### config.mk
export PLATFORM = sky130hd
export DESIGN_NAME = steering_column_memory_ctrl
export DESIGN_NICKNAME = d
export VERILOG_FILES = /design/src/design/column_mem_pkg.sv /design/src/design/steering_column_memory_ctrl.sv
export SDC_FILE = /design/constraint.sdc
export NUM_CORES = 1
export LEC_CHECK = 0
export ABC_AREA = 0
export BUFFER_PORTS_ARGS = -buffer_cell sky130_fd_sc_hd__buf_2
export CORE_MARGIN = 2
export CORE_UTILIZATION = 25
export DETAILED_ROUTE_END_ITERATION = 6
export HOLD_SLACK_MARGIN = 0.1
export PLACE_DENSITY = 0.43
export SYNTH_ARGS = -nofsm -noshare
export SYNTH_HDL_FRONTEND = slang
export SYNTH_SLANG_ARGS = --single-unit
### constraint.sdc
create_clock -name ref_clk_in -period 13.63 [get_ports ref_clk_in]
set_input_delay 2.726 -clock ref_clk_in [delete_from_list [all_inputs] [get_ports ref_clk_in]]
set_output_delay 2.726 -clock ref_clk_in [all_outputs]
set_load 0.01 [all_outputs]
### src/design/column_mem_pkg.sv
// Purpose: shared constants for the steering column memory controller
// Assumes: 40 MHz clock, 32-bit AHB-Lite register slave
// Notes: offsets are byte addresses of aligned words
package column_mem_pkg;
  // ==========================================================
  // clock and timing
  localparam int CLK_HZ = 40000000;
  localparam int DISCRIM_MS = 50;
  localparam int DISCRIM_CYC = CLK_HZ / 1000 * DISCRIM_MS;
  localparam int STAGGER_MS = 100;
  localparam int STAGGER_CYC = CLK_HZ / 1000 * STAGGER_MS;
  localparam int SENSE_MS = 1000;
  localparam int SENSE_CYC = CLK_HZ / 1000 * SENSE_MS;
  localparam int SPEED_HOLD_MS = 2000;
  localparam int SPEED_HOLD_CYC = CLK_HZ / 1000 * SPEED_HOLD_MS;
  localparam int BEEP_MS = 100;
  localparam int BEEP_CYC = CLK_HZ / 1000 * BEEP_MS;
  localparam int MIN_PULSES = 4;
  localparam logic [7:0] SPEED_LIMIT_KMH = 8'h03;
  // ==========================================================
  // register map
  localparam logic [7:0] CMD_OFS = 8'h00;
  localparam logic [7:0] STATUS_OFS = 8'h04;
  localparam logic [7:0] IRQ_OFS = 8'h08;
  localparam logic [7:0] MASK_OFS = 8'h0C;
  localparam logic [7:0] SLOT0_OFS = 8'h10;
  localparam logic [7:0] SLOT1_OFS = 8'h14;
  localparam logic [7:0] POS_OFS = 8'h18;
  // command register bits (write one-shot)
  localparam int CMD_MEMSW = 0;
  localparam int CMD_POS0 = 1;
  localparam int CMD_POS1 = 2;
  // interrupt bits
  localparam int IRQ_REG_DONE = 0;
  localparam int IRQ_REPLAY_DONE = 1;
  localparam int IRQ_SENSOR_ERR = 2;
  localparam int IRQ_ABORT = 3;
  localparam int IRQ_W = 4;
  // beep counts
  localparam logic [3:0] BEEPS_PERMIT = 4'h1;
  localparam logic [3:0] BEEPS_REG = 4'h2;
  localparam logic [3:0] BEEPS_REPLAY = 4'h1;
  localparam logic [3:0] BEEPS_ERROR = 4'hA;
  // ==========================================================
  // controller states
  typedef enum logic [1:0] {
    ST_IDLE = 2'b00,
    ST_PERMIT = 2'b01,
    ST_REPLAY = 2'b10
  } mode_e;
endpackage : column_mem_pkg

### src/design/steering_column_memory_ctrl.sv
// Purpose: tilt and telescope column memory controller with AHB-Lite registers
// Assumes: all inputs synchronous to ref_clk_in; switches active high
// Notes: positions are 16-bit counts kept by sensor pulses per axis
//
// Summary of operation
// - manual drive stops when limit switch opens
// - commands arrive as door unit messages
// - ignition off or manual leaves permit
// - registration presses within 50 ms both ignored
// - no registration above 3 km/h or off park
// - registration may be overwritten freely
// - memories volatile, cleared on power loss
// - no replay of unregistered slot
// - replay follows latest press, 50 ms cancels
// - interlocks forbid and abort replay
// - telescope starts 100 ms after tilt
// - one beep entering memory permit
// - two beeps on registration complete
// - one beep on replay start
// - ten beeps on sensor failure
// - under 4 pulses in 1 s is failure
// - error aborts replay, manual stays available
// - over 4 manual pulses clears automatic stop
`timescale 1ns/1ps
module steering_column_memory_ctrl
  import column_mem_pkg::*;
#(
  parameter int DISCRIM_CYCLES = DISCRIM_CYC,
  parameter int STAGGER_CYCLES = STAGGER_CYC,
  parameter int SENSE_CYCLES = SENSE_CYC,
  parameter int SPEED_CYCLES = SPEED_HOLD_CYC,
  parameter int BEEP_CYCLES = BEEP_CYC
) (
  // clock and reset
  input wire logic ref_clk_in,
  input wire logic reset_in,
  // ahb-lite slave
  input wire logic hsel_in,
  input wire logic [31:0] haddr_in,
  input wire logic [1:0] htrans_in,
  input wire logic hwrite_in,
  input wire logic [2:0] hsize_in,
  input wire logic [31:0] hwdata_in,
  input wire logic hready_in,
  output logic [31:0] hrdata_out,
  output logic hreadyout_out,
  output logic hresp_out,
  // vehicle inputs
  input wire logic ignition_in,
  input wire logic park_in,
  input wire logic [7:0] speed_kmh_in,
  input wire logic stop_sw_in,
  // manual switches: [1]=up/fwd [0]=down/back
  input wire logic [1:0] tilt_sw_in,
  input wire logic [1:0] tele_sw_in,
  // limit switches (high = closed) and sensor pulses
  input wire logic [1:0] tilt_limit_in,
  input wire logic [1:0] tele_limit_in,
  input wire logic tilt_pulse_in,
  input wire logic tele_pulse_in,
  // motor and buzzer drive
  output logic [1:0] tilt_motor_out,
  output logic [1:0] tele_motor_out,
  output logic buzzer_out,
  output logic irq_out
);
  // ==========================================================
  // bus slave
  logic ap_wr_reg, ap_rd_reg;
  logic [7:0] ap_addr_reg;
  wire ap_take = hsel_in && hready_in && htrans_in[1];
  wire wr_cmd = ap_wr_reg && (ap_addr_reg == CMD_OFS);
  wire wr_irq = ap_wr_reg && (ap_addr_reg == IRQ_OFS);
  wire wr_mask = ap_wr_reg && (ap_addr_reg == MASK_OFS);
  // commands from the door unit arrive as one-shot writes
  wire memsw_cmd = wr_cmd && hwdata_in[CMD_MEMSW];
  wire [1:0] pos_cmd = wr_cmd ? hwdata_in[CMD_POS1:CMD_POS0] : 2'h0;
  assign hreadyout_out = 1'b1;
  assign hresp_out = 1'b0;
  always_ff @(posedge ref_clk_in) begin
    if (reset_in) begin
      ap_wr_reg <= 1'b0;
      ap_rd_reg <= 1'b0;
      ap_addr_reg <= 8'h00;
    end else begin
      ap_wr_reg <= ap_take && hwrite_in;
      ap_rd_reg <= ap_take && !hwrite_in;
      if (ap_take) begin
        ap_addr_reg <= haddr_in[7:0];
      end
    end
  end
  // ==========================================================
  // interlocks
  logic [31:0] spd_cnt_reg;
  wire over_speed = speed_kmh_in > SPEED_LIMIT_KMH;
  wire speed_long = spd_cnt_reg >= 32'(SPEED_CYCLES);
  wire manual_any = |tilt_sw_in || |tele_sw_in;
  wire reg_block = over_speed || !park_in;
  wire replay_block = !ignition_in || !park_in || speed_long || manual_any || stop_sw_in;
  // speed must persist before replay is aborted
  always_ff @(posedge ref_clk_in) begin
    if (reset_in || !over_speed) begin
      spd_cnt_reg <= 32'h0;
    end else if (!speed_long) begin
      spd_cnt_reg <= spd_cnt_reg + 32'h1;
    end
  end
  // ==========================================================
  // position switch discrimination window
  logic [31:0] win_cnt_reg;
  logic [1:0] win_sw_reg;
  logic win_clash_reg;
  wire win_open = win_sw_reg != 2'h0;
  wire win_end = win_open && (win_cnt_reg == 32'(DISCRIM_CYCLES - 1));
  wire clash_now = (pos_cmd == 2'h3) || (win_open && pos_cmd != 2'h0 && pos_cmd != win_sw_reg);
  wire pos_valid = win_end && !win_clash_reg && !clash_now;
  wire pos_slot = win_sw_reg[1];
  always_ff @(posedge ref_clk_in) begin
    if (reset_in || win_end) begin
      win_cnt_reg <= 32'h0;
      win_sw_reg <= 2'h0;
      win_clash_reg <= 1'b0;
    end else if (win_open) begin
      win_cnt_reg <= win_cnt_reg + 32'h1;
      win_clash_reg <= win_clash_reg || clash_now;
    end else if (pos_cmd != 2'h0) begin
      win_sw_reg <= pos_cmd;
      win_clash_reg <= pos_cmd == 2'h3;
    end
  end
  // ==========================================================
  // position tracking from sensor pulses
  logic tilt_pulse_q_reg, tele_pulse_q_reg;
  logic [15:0] tilt_pos_reg, tele_pos_reg;
  wire tilt_edge = tilt_pulse_in && !tilt_pulse_q_reg;
  wire tele_edge = tele_pulse_in && !tele_pulse_q_reg;
  always_ff @(posedge ref_clk_in) begin
    if (reset_in) begin
      tilt_pulse_q_reg <= 1'b0;
      tele_pulse_q_reg <= 1'b0;
      tilt_pos_reg <= 16'h8000;
      tele_pos_reg <= 16'h8000;
    end else begin
      tilt_pulse_q_reg <= tilt_pulse_in;
      tele_pulse_q_reg <= tele_pulse_in;
      if (tilt_edge && tilt_motor_out[1]) tilt_pos_reg <= tilt_pos_reg + 16'h1;
      if (tilt_edge && tilt_motor_out[0]) tilt_pos_reg <= tilt_pos_reg - 16'h1;
      if (tele_edge && tele_motor_out[1]) tele_pos_reg <= tele_pos_reg + 16'h1;
      if (tele_edge && tele_motor_out[0]) tele_pos_reg <= tele_pos_reg - 16'h1;
    end
  end
  // ==========================================================
  // mode machine and memory slots (flip-flops, lost with power)
  mode_e mode_reg, mode_next;
  logic [15:0] slot_tilt_reg [2];
  logic [15:0] slot_tele_reg [2];
  logic [1:0] slot_valid_reg;
  logic tgt_slot_reg;
  logic auto_stop_reg;
  logic [31:0] stag_cnt_reg;
  wire tele_go = stag_cnt_reg >= 32'(STAGGER_CYCLES);
  wire [15:0] tgt_tilt = slot_tilt_reg[tgt_slot_reg];
  wire [15:0] tgt_tele = slot_tele_reg[tgt_slot_reg];
  wire tilt_at = tilt_pos_reg == tgt_tilt;
  wire tele_at = tele_pos_reg == tgt_tele;
  wire sensor_err;
  wire do_register = (mode_reg == ST_PERMIT) && pos_valid && !reg_block;
  wire do_replay = (mode_reg != ST_PERMIT) && pos_valid && slot_valid_reg[pos_slot] && !replay_block
                   && !auto_stop_reg;
  wire replay_done = (mode_reg == ST_REPLAY) && tilt_at && tele_at;
  wire replay_abort = (mode_reg == ST_REPLAY) && (replay_block || sensor_err);
  wire permit_enter = (mode_reg != ST_PERMIT) && memsw_cmd && ignition_in && !manual_any;
  // next mode selection
  always_comb begin
    mode_next = mode_reg;
    case (mode_reg)
      ST_IDLE: begin
        if (permit_enter) mode_next = ST_PERMIT;
        else if (do_replay) mode_next = ST_REPLAY;
      end
      ST_PERMIT: begin
        if (!ignition_in || manual_any) mode_next = ST_IDLE;
        else if (do_register) mode_next = ST_IDLE;
      end
      ST_REPLAY: begin
        if (replay_abort || replay_done) mode_next = ST_IDLE;
        else if (permit_enter) mode_next = ST_PERMIT;
      end
      default: mode_next = ST_IDLE;
    endcase
  end
  // mode, slots and stagger timer
  always_ff @(posedge ref_clk_in) begin
    if (reset_in) begin
      mode_reg <= ST_IDLE;
      slot_valid_reg <= 2'h0;
      slot_tilt_reg[0] <= 16'h0;
      slot_tilt_reg[1] <= 16'h0;
      slot_tele_reg[0] <= 16'h0;
      slot_tele_reg[1] <= 16'h0;
      tgt_slot_reg <= 1'b0;
      stag_cnt_reg <= 32'h0;
    end else begin
      mode_reg <= mode_next;
      if (do_register) begin
        slot_tilt_reg[pos_slot] <= tilt_pos_reg;
        slot_tele_reg[pos_slot] <= tele_pos_reg;
        slot_valid_reg[pos_slot] <= 1'b1;
      end
      if (do_replay) begin
        tgt_slot_reg <= pos_slot; // latest valid press retargets
        stag_cnt_reg <= 32'h0;
      end else if (mode_reg == ST_REPLAY && !tele_go) begin
        stag_cnt_reg <= stag_cnt_reg + 32'h1;
      end
    end
  end
  // ==========================================================
  // motor drive: manual has priority, limits cut drive
  wire replaying = mode_reg == ST_REPLAY;
  wire [1:0] tilt_auto = (replaying && !tilt_at) ? ((tilt_pos_reg < tgt_tilt) ? 2'b10 : 2'b01) : 2'b00;
  wire [1:0] tele_auto = (replaying && tele_go && !tele_at) ?
                         ((tele_pos_reg < tgt_tele) ? 2'b10 : 2'b01) : 2'b00;
  wire [1:0] tilt_want = manual_any ? (tilt_sw_in == 2'b11 ? 2'b00 : tilt_sw_in) : tilt_auto;
  wire [1:0] tele_want = manual_any ? (tele_sw_in == 2'b11 ? 2'b00 : tele_sw_in) : tele_auto;
  wire [1:0] tilt_drive = tilt_want & tilt_limit_in;
  wire [1:0] tele_drive = tele_want & tele_limit_in;
  always_ff @(posedge ref_clk_in) begin
    if (reset_in) begin
      tilt_motor_out <= 2'b00;
      tele_motor_out <= 2'b00;
    end else begin
      tilt_motor_out <= replay_abort ? 2'b00 : tilt_drive;
      tele_motor_out <= replay_abort ? 2'b00 : tele_drive;
    end
  end
  // ==========================================================
  // sensor supervision: count pulses for one second per run
  logic [31:0] sns_cnt_reg [2];
  logic [3:0] sns_pulses_reg [2];
  logic [1:0] err_flag_reg;
  wire [1:0] running = {|tele_motor_out, |tilt_motor_out};
  wire [1:0] edges = {tele_edge, tilt_edge};
  for (genvar a = 0; a < 2; a++) begin : g_axis
    wire win_done = running[a] && sns_cnt_reg[a] == 32'(SENSE_CYCLES - 1);
    wire few = sns_pulses_reg[a] < 4'(MIN_PULSES);
    always_ff @(posedge ref_clk_in) begin
      if (reset_in || !running[a]) begin
        sns_cnt_reg[a] <= 32'h0;
        sns_pulses_reg[a] <= 4'h0;
      end else if (!win_done) begin
        sns_cnt_reg[a] <= sns_cnt_reg[a] + 32'h1;
        if (edges[a] && sns_pulses_reg[a] != 4'hF) sns_pulses_reg[a] <= sns_pulses_reg[a] + 4'h1;
      end
    end
    // limit closed (still drivable) yet fewer than MIN_PULSES sensor pulses
    assign err_flag_reg[a] = win_done && few;
  end
  assign sensor_err = |err_flag_reg;
  wire tilt_good = running[0] && manual_any && sns_cnt_reg[0] == 32'(SENSE_CYCLES - 1)
                   && sns_pulses_reg[0] > 4'(MIN_PULSES);
  wire tele_good = running[1] && manual_any && sns_cnt_reg[1] == 32'(SENSE_CYCLES - 1)
                   && sns_pulses_reg[1] > 4'(MIN_PULSES);
  // automatic stop latch; manual drive never gated by it
  always_ff @(posedge ref_clk_in) begin
    if (reset_in) begin
      auto_stop_reg <= 1'b0;
    end else if (sensor_err) begin
      auto_stop_reg <= 1'b1;
    end else if (tilt_good || tele_good) begin
      auto_stop_reg <= 1'b0;
    end
  end
  // ==========================================================
  // buzzer sequencer; beep length a parameter
  logic [3:0] beep_left_reg;
  logic [31:0] beep_cnt_reg;
  logic beep_on_reg;
  logic [3:0] beep_req;
  wire beep_tick = beep_cnt_reg == 32'(BEEP_CYCLES - 1);
  wire err_rise = sensor_err && !auto_stop_reg;
  // later events replace an unfinished pattern
  always_comb begin
    beep_req = 4'h0;
    if (err_rise) beep_req = BEEPS_ERROR;
    else if (do_register) beep_req = BEEPS_REG;
    else if (do_replay) beep_req = BEEPS_REPLAY;
    else if (permit_enter) beep_req = BEEPS_PERMIT;
  end
  always_ff @(posedge ref_clk_in) begin
    if (reset_in) begin
      beep_left_reg <= 4'h0;
      beep_cnt_reg <= 32'h0;
      beep_on_reg <= 1'b0;
    end else if (beep_req != 4'h0) begin
      beep_left_reg <= beep_req;
      beep_cnt_reg <= 32'h0;
      beep_on_reg <= 1'b1;
    end else if (beep_left_reg != 4'h0) begin
      beep_cnt_reg <= beep_tick ? 32'h0 : beep_cnt_reg + 32'h1;
      if (beep_tick) begin
        beep_on_reg <= !beep_on_reg && beep_left_reg != 4'h0; // count already dropped when the last beep ended
        if (beep_on_reg) beep_left_reg <= beep_left_reg - 4'h1;
      end
    end
  end
  assign buzzer_out = beep_on_reg;
  // ==========================================================
  // interrupts: sticky, write one to clear, set wins
  logic [IRQ_W-1:0] irq_reg, mask_reg;
  wire [IRQ_W-1:0] irq_set = {replay_abort, err_rise, replay_done, do_register};
  wire [IRQ_W-1:0] irq_clr = wr_irq ? hwdata_in[IRQ_W-1:0] : '0;
  always_ff @(posedge ref_clk_in) begin
    if (reset_in) begin
      irq_reg <= '0;
      mask_reg <= '0;
    end else begin
      irq_reg <= (irq_reg & ~irq_clr) | irq_set;
      if (wr_mask) mask_reg <= hwdata_in[IRQ_W-1:0];
    end
  end
  assign irq_out = |(irq_reg & mask_reg);
  // ==========================================================
  // read mux, combinational in data phase
  wire [31:0] status_word = {24'h0, auto_stop_reg, slot_valid_reg, err_flag_reg, 1'b0, mode_reg};
  always_comb begin
    hrdata_out = 32'h0;
    if (ap_rd_reg) begin
      case (ap_addr_reg)
        STATUS_OFS: hrdata_out = status_word;
        IRQ_OFS: hrdata_out = {28'h0, irq_reg};
        MASK_OFS: hrdata_out = {28'h0, mask_reg};
        SLOT0_OFS: hrdata_out = {slot_tele_reg[0], slot_tilt_reg[0]};
        SLOT1_OFS: hrdata_out = {slot_tele_reg[1], slot_tilt_reg[1]};
        POS_OFS: hrdata_out = {tele_pos_reg, tilt_pos_reg};
        default: hrdata_out = 32'h0;
      endcase
    end
  end
endmodule : steering_column_memory_ctrl

==> impl_results.md <==
* Status: finished clean
* Htree depth at 2
* Crit-path most repeated cell: or2_2
* Crit. End Element: flop
* Clock skew at roughly 0.017 ns
* Number of synthesized flops with an enable pin at between 100 and 150
* Crit path cell chain: buf_2 > or4_1 > nor3_1 > nand3_1 > or2_2 > nor2_4 > and2_1 > or2_2
* Mux cell area share after synthesis at 0.0419
* Clk sinks at 335
* Longest Clk Path Bufs at 3
* CP max FO at 33
* Reg2Reg Setup Slack at 9.30 ns
* Die Area at 0.0739 mm2
* Clock power frac at 0.494
* First-pass GRT wire length at 75200 um
* Reg power frac at 0.470
* Clock-pin slew of the registers on the worst-case setup and hold paths at 0.06 ns
* Final Max Slew Viols at 0
* Period utilisation layout at 0.442
* I/O pins at 135
* Largest family of logic cells by synthesized area: simple AND/OR/NAND/NOR gates
* Port Buf Inserts at 74
* DRC at 0
* Worst Hold Class: flop to flop
* Post-synthesis instance total at 1975
* RR Startpoint: win_cnt_reg[6]
* Worst slew pin tran at 1.02 ns
* Detailed Route WL at ~47000 um
* Synth area leader: edfxtp_1
* Compound-Gate Fraction of Synth Area at 0.0872
* CP Class: input port to flop
* Synth Area in Adders at 0.0539
* Post-CTS Setup Bufs at 0
* Initial antenna violation count at 10
* Pwr/cell area at 109 mW/mm2
* Peak VDD IR at 0.0635 mV
* Async SR Flop Fraction at 0
* CP Data Required Time at 13.80 ns
* Post-synthesis simple-gate area fraction at 0.254
* Vias in the first global route at 13700
* Net count after synthesis at 2146
* Sw power at 509 uW
* Post-Syn Area at 0.0179 mm2
* Worst reg2reg endpoint: slot_tilt_reg[1][13]
* Wirelength per Cell at approximately 16 um
* Syn-to-layout area delta at 15.5%
* Yosys cell types at 67
* Crit start category: input port
* Ys Warns at 0
* Die Wd at around 270 um
* Final nets at 2208
* Unrepaired setup endpoints after global routing: no
* Via count at 14000
* Share of layout cells above drive strength 1 at 0.0932
* Chip height at roughly 270 um
* R2R depth at 8
* Synth top area share at 0.228
* Post-CTS sizing at 0
* Internal at ~1.7 mW
* Clock Latency Late Sink at 0.56 ns
* Combinational Power Share at 0.036
* Hold endpoint: ap_addr_reg[6]
* Post-synth top flop: dfxtp_1
* Starting DRT DRC Count at approximately 590
* Worst path arrival time at 6.19 ns
* #FFs+latches synth at 335
* Sw Share at 0.225
* Worst path max stage delay at 0.79 ns
* RePlAce Congestion at 0.779
* CTS Buf Count at 42
* Initial core utilization at 0.252
* Tot GR Track Use at 0.126
* Leak at 7.50 nW
* DP HPWL at 32200 um
* Average cell area after synthesis at 9.08 um2
* DR pass1 iterations at 4
* Final hold viol count at 0
* Core area at 0.0712 mm2
* Min cycle time layout at 6.03 ns
* Final setup fails at 0
* Synth Area in XOR/XNOR at 0.0840
* Register area share after synthesis at 0.450
* CTS tree: yes
* Max reg flops at 64
* CP max stage cell: or2_2
* Hold Path Origin: ap_addr_reg[6]
* DRT antenna net count at 0
* Row Count at 98
* Fin Setup TNS at 0 ns
* Worst hold margin at 0.449 ns
* Largest net degree at the start of global routing at 50
* Worst Hold Depth at 2
* GRT overflow at 0
* Peak Freq at 166 MHz
* Max-cap check violation count at 0
* Mean number of vias per cell at between 4 and 5
* Top post-synthesis cells by area: edfxtp_1, dfxtp_1, nor2_1
* Relative slew slack at 0.323
* Clock root cell: clkbuf_16
* CTS Hold Buffers Added at 0
-- how the worst max path moves through the flow --
stage	start	to	slack [ns]	cells past startpoint
final	speed_kmh_in[5]	slot_tilt_reg[1][13]	7.60	8
after CTS	speed_kmh_in[5]	slot_tilt_reg[1][13]	7.60	8
after global placement	speed_kmh_in[5]	slot_tilt_reg[1][8]	7.00	8
after global routing	speed_kmh_in[5]	slot_tele_reg[1][11]	7.37	8
after detailed placement	speed_kmh_in[5]	slot_tele_reg[1][11]	7.01	8
after floorplan	speed_kmh_in[5]	slot_tele_reg[0][0]	6.86	6
-- worst max-delay path, delay by kind of cell --
kind / cells / cell delay [ns]
buf+inv: 1 / 0.09
simple gates: 7 / 3.33
-- layout by cell type (no fill, tap or decap), types with 54 or more instances in the layout --
master	Yosys	layout
xor2_1	85	85
nand3_1	86	86
ha_1	74	74
o21ai_0	56	54
xnor2_1	87	87
a21oi_1	126	126
dfxtp_1	199	196
buf_2	1	73
edfxtp_1	136	136
nand2_1	151	151
and2_1	60	60
mux2i_1	65	65
nor2_1	328	327
and3_1	67	67
-- routing by layer --
metal / vias to the layer above / GRT usage / routed length (um)
li1: 7077 / - / -
met1: 6642 / 0.171 / 22700
met2: 179 / 0.203 / 21200
met3: 74 / 0.0277 / 2220
met4: 10 / 0.0353 / 989
met5: - / 0 / 71
-- synth_stat cells (11+ instances only) --
master / n
nor4_1: 27
ha_1: 74
or3_1: 36
nor2b_1: 24
clkbuf_1: 56
xnor2_1: 87
nand3_1: 86
nor2_1: 328
and3_1: 67
and2_1: 60
xor2_1: 85
edfxtp_1: 136
a21o_1: 13
nor4b_1: 12
nand4_1: 36
nor3_1: 38
dfxtp_1: 199
and4_1: 11
o21a_1: 13
inv_1: 52
mux2i_1: 65
nand2_1: 151
a21oi_1: 126
or2_2: 15
o21ai_0: 56
-- cell type report --
class	count	area, um2
antenna	2	5.00
clock buffer	65	1250
clock inverter	12	113
fill	7415	50500
inverter	52	195
multi-input combinational	1514	9380
sequential	335	8070
tap	950	1190
timing repair buffer	92	508
-- power groups by stage --
stage / clock network (mW) / logic, mW / registers (mW)
after floorplan: 0 / 0.0544 / 1.08
after global placement: 0 / 0.0813 / 1.08
after detailed placement: 0 / 0.0815 / 1.08
after CTS: 1.15 / 0.0819 / 1.06
after global routing: 1.19 / 0.0900 / 1.06
final: 1.11 / 0.0803 / 1.06
-- cells by family (layout without fill, tap and decap cells) --
family,after synthesis,count (layout)
buf+inv,126,221
mux,74,74
fa+ha+maj,76,76
compound gates,266,266
flops,335,335
xor+xnor,172,172
other cells,2,4
simple gates,924,924
-- metrics by stage --
stage	area [um2]	setup WS, ns	power, mW	instances	util
2_1_floorplan	17900	6.86	1.13	1975	-
3_3_place_gp	19300	7.00	1.16	2943	0.271
3_5_place_dp	19300	7.01	1.16	2943	0.271
4_1_cts	20700	7.60	2.30	3020	0.291
5_1_grt	20700	7.37	2.35	3022	0.291
6_report	20700	7.60	2.26	3022	0.291
Note: power is estimated with default switching activity, not from simulation.
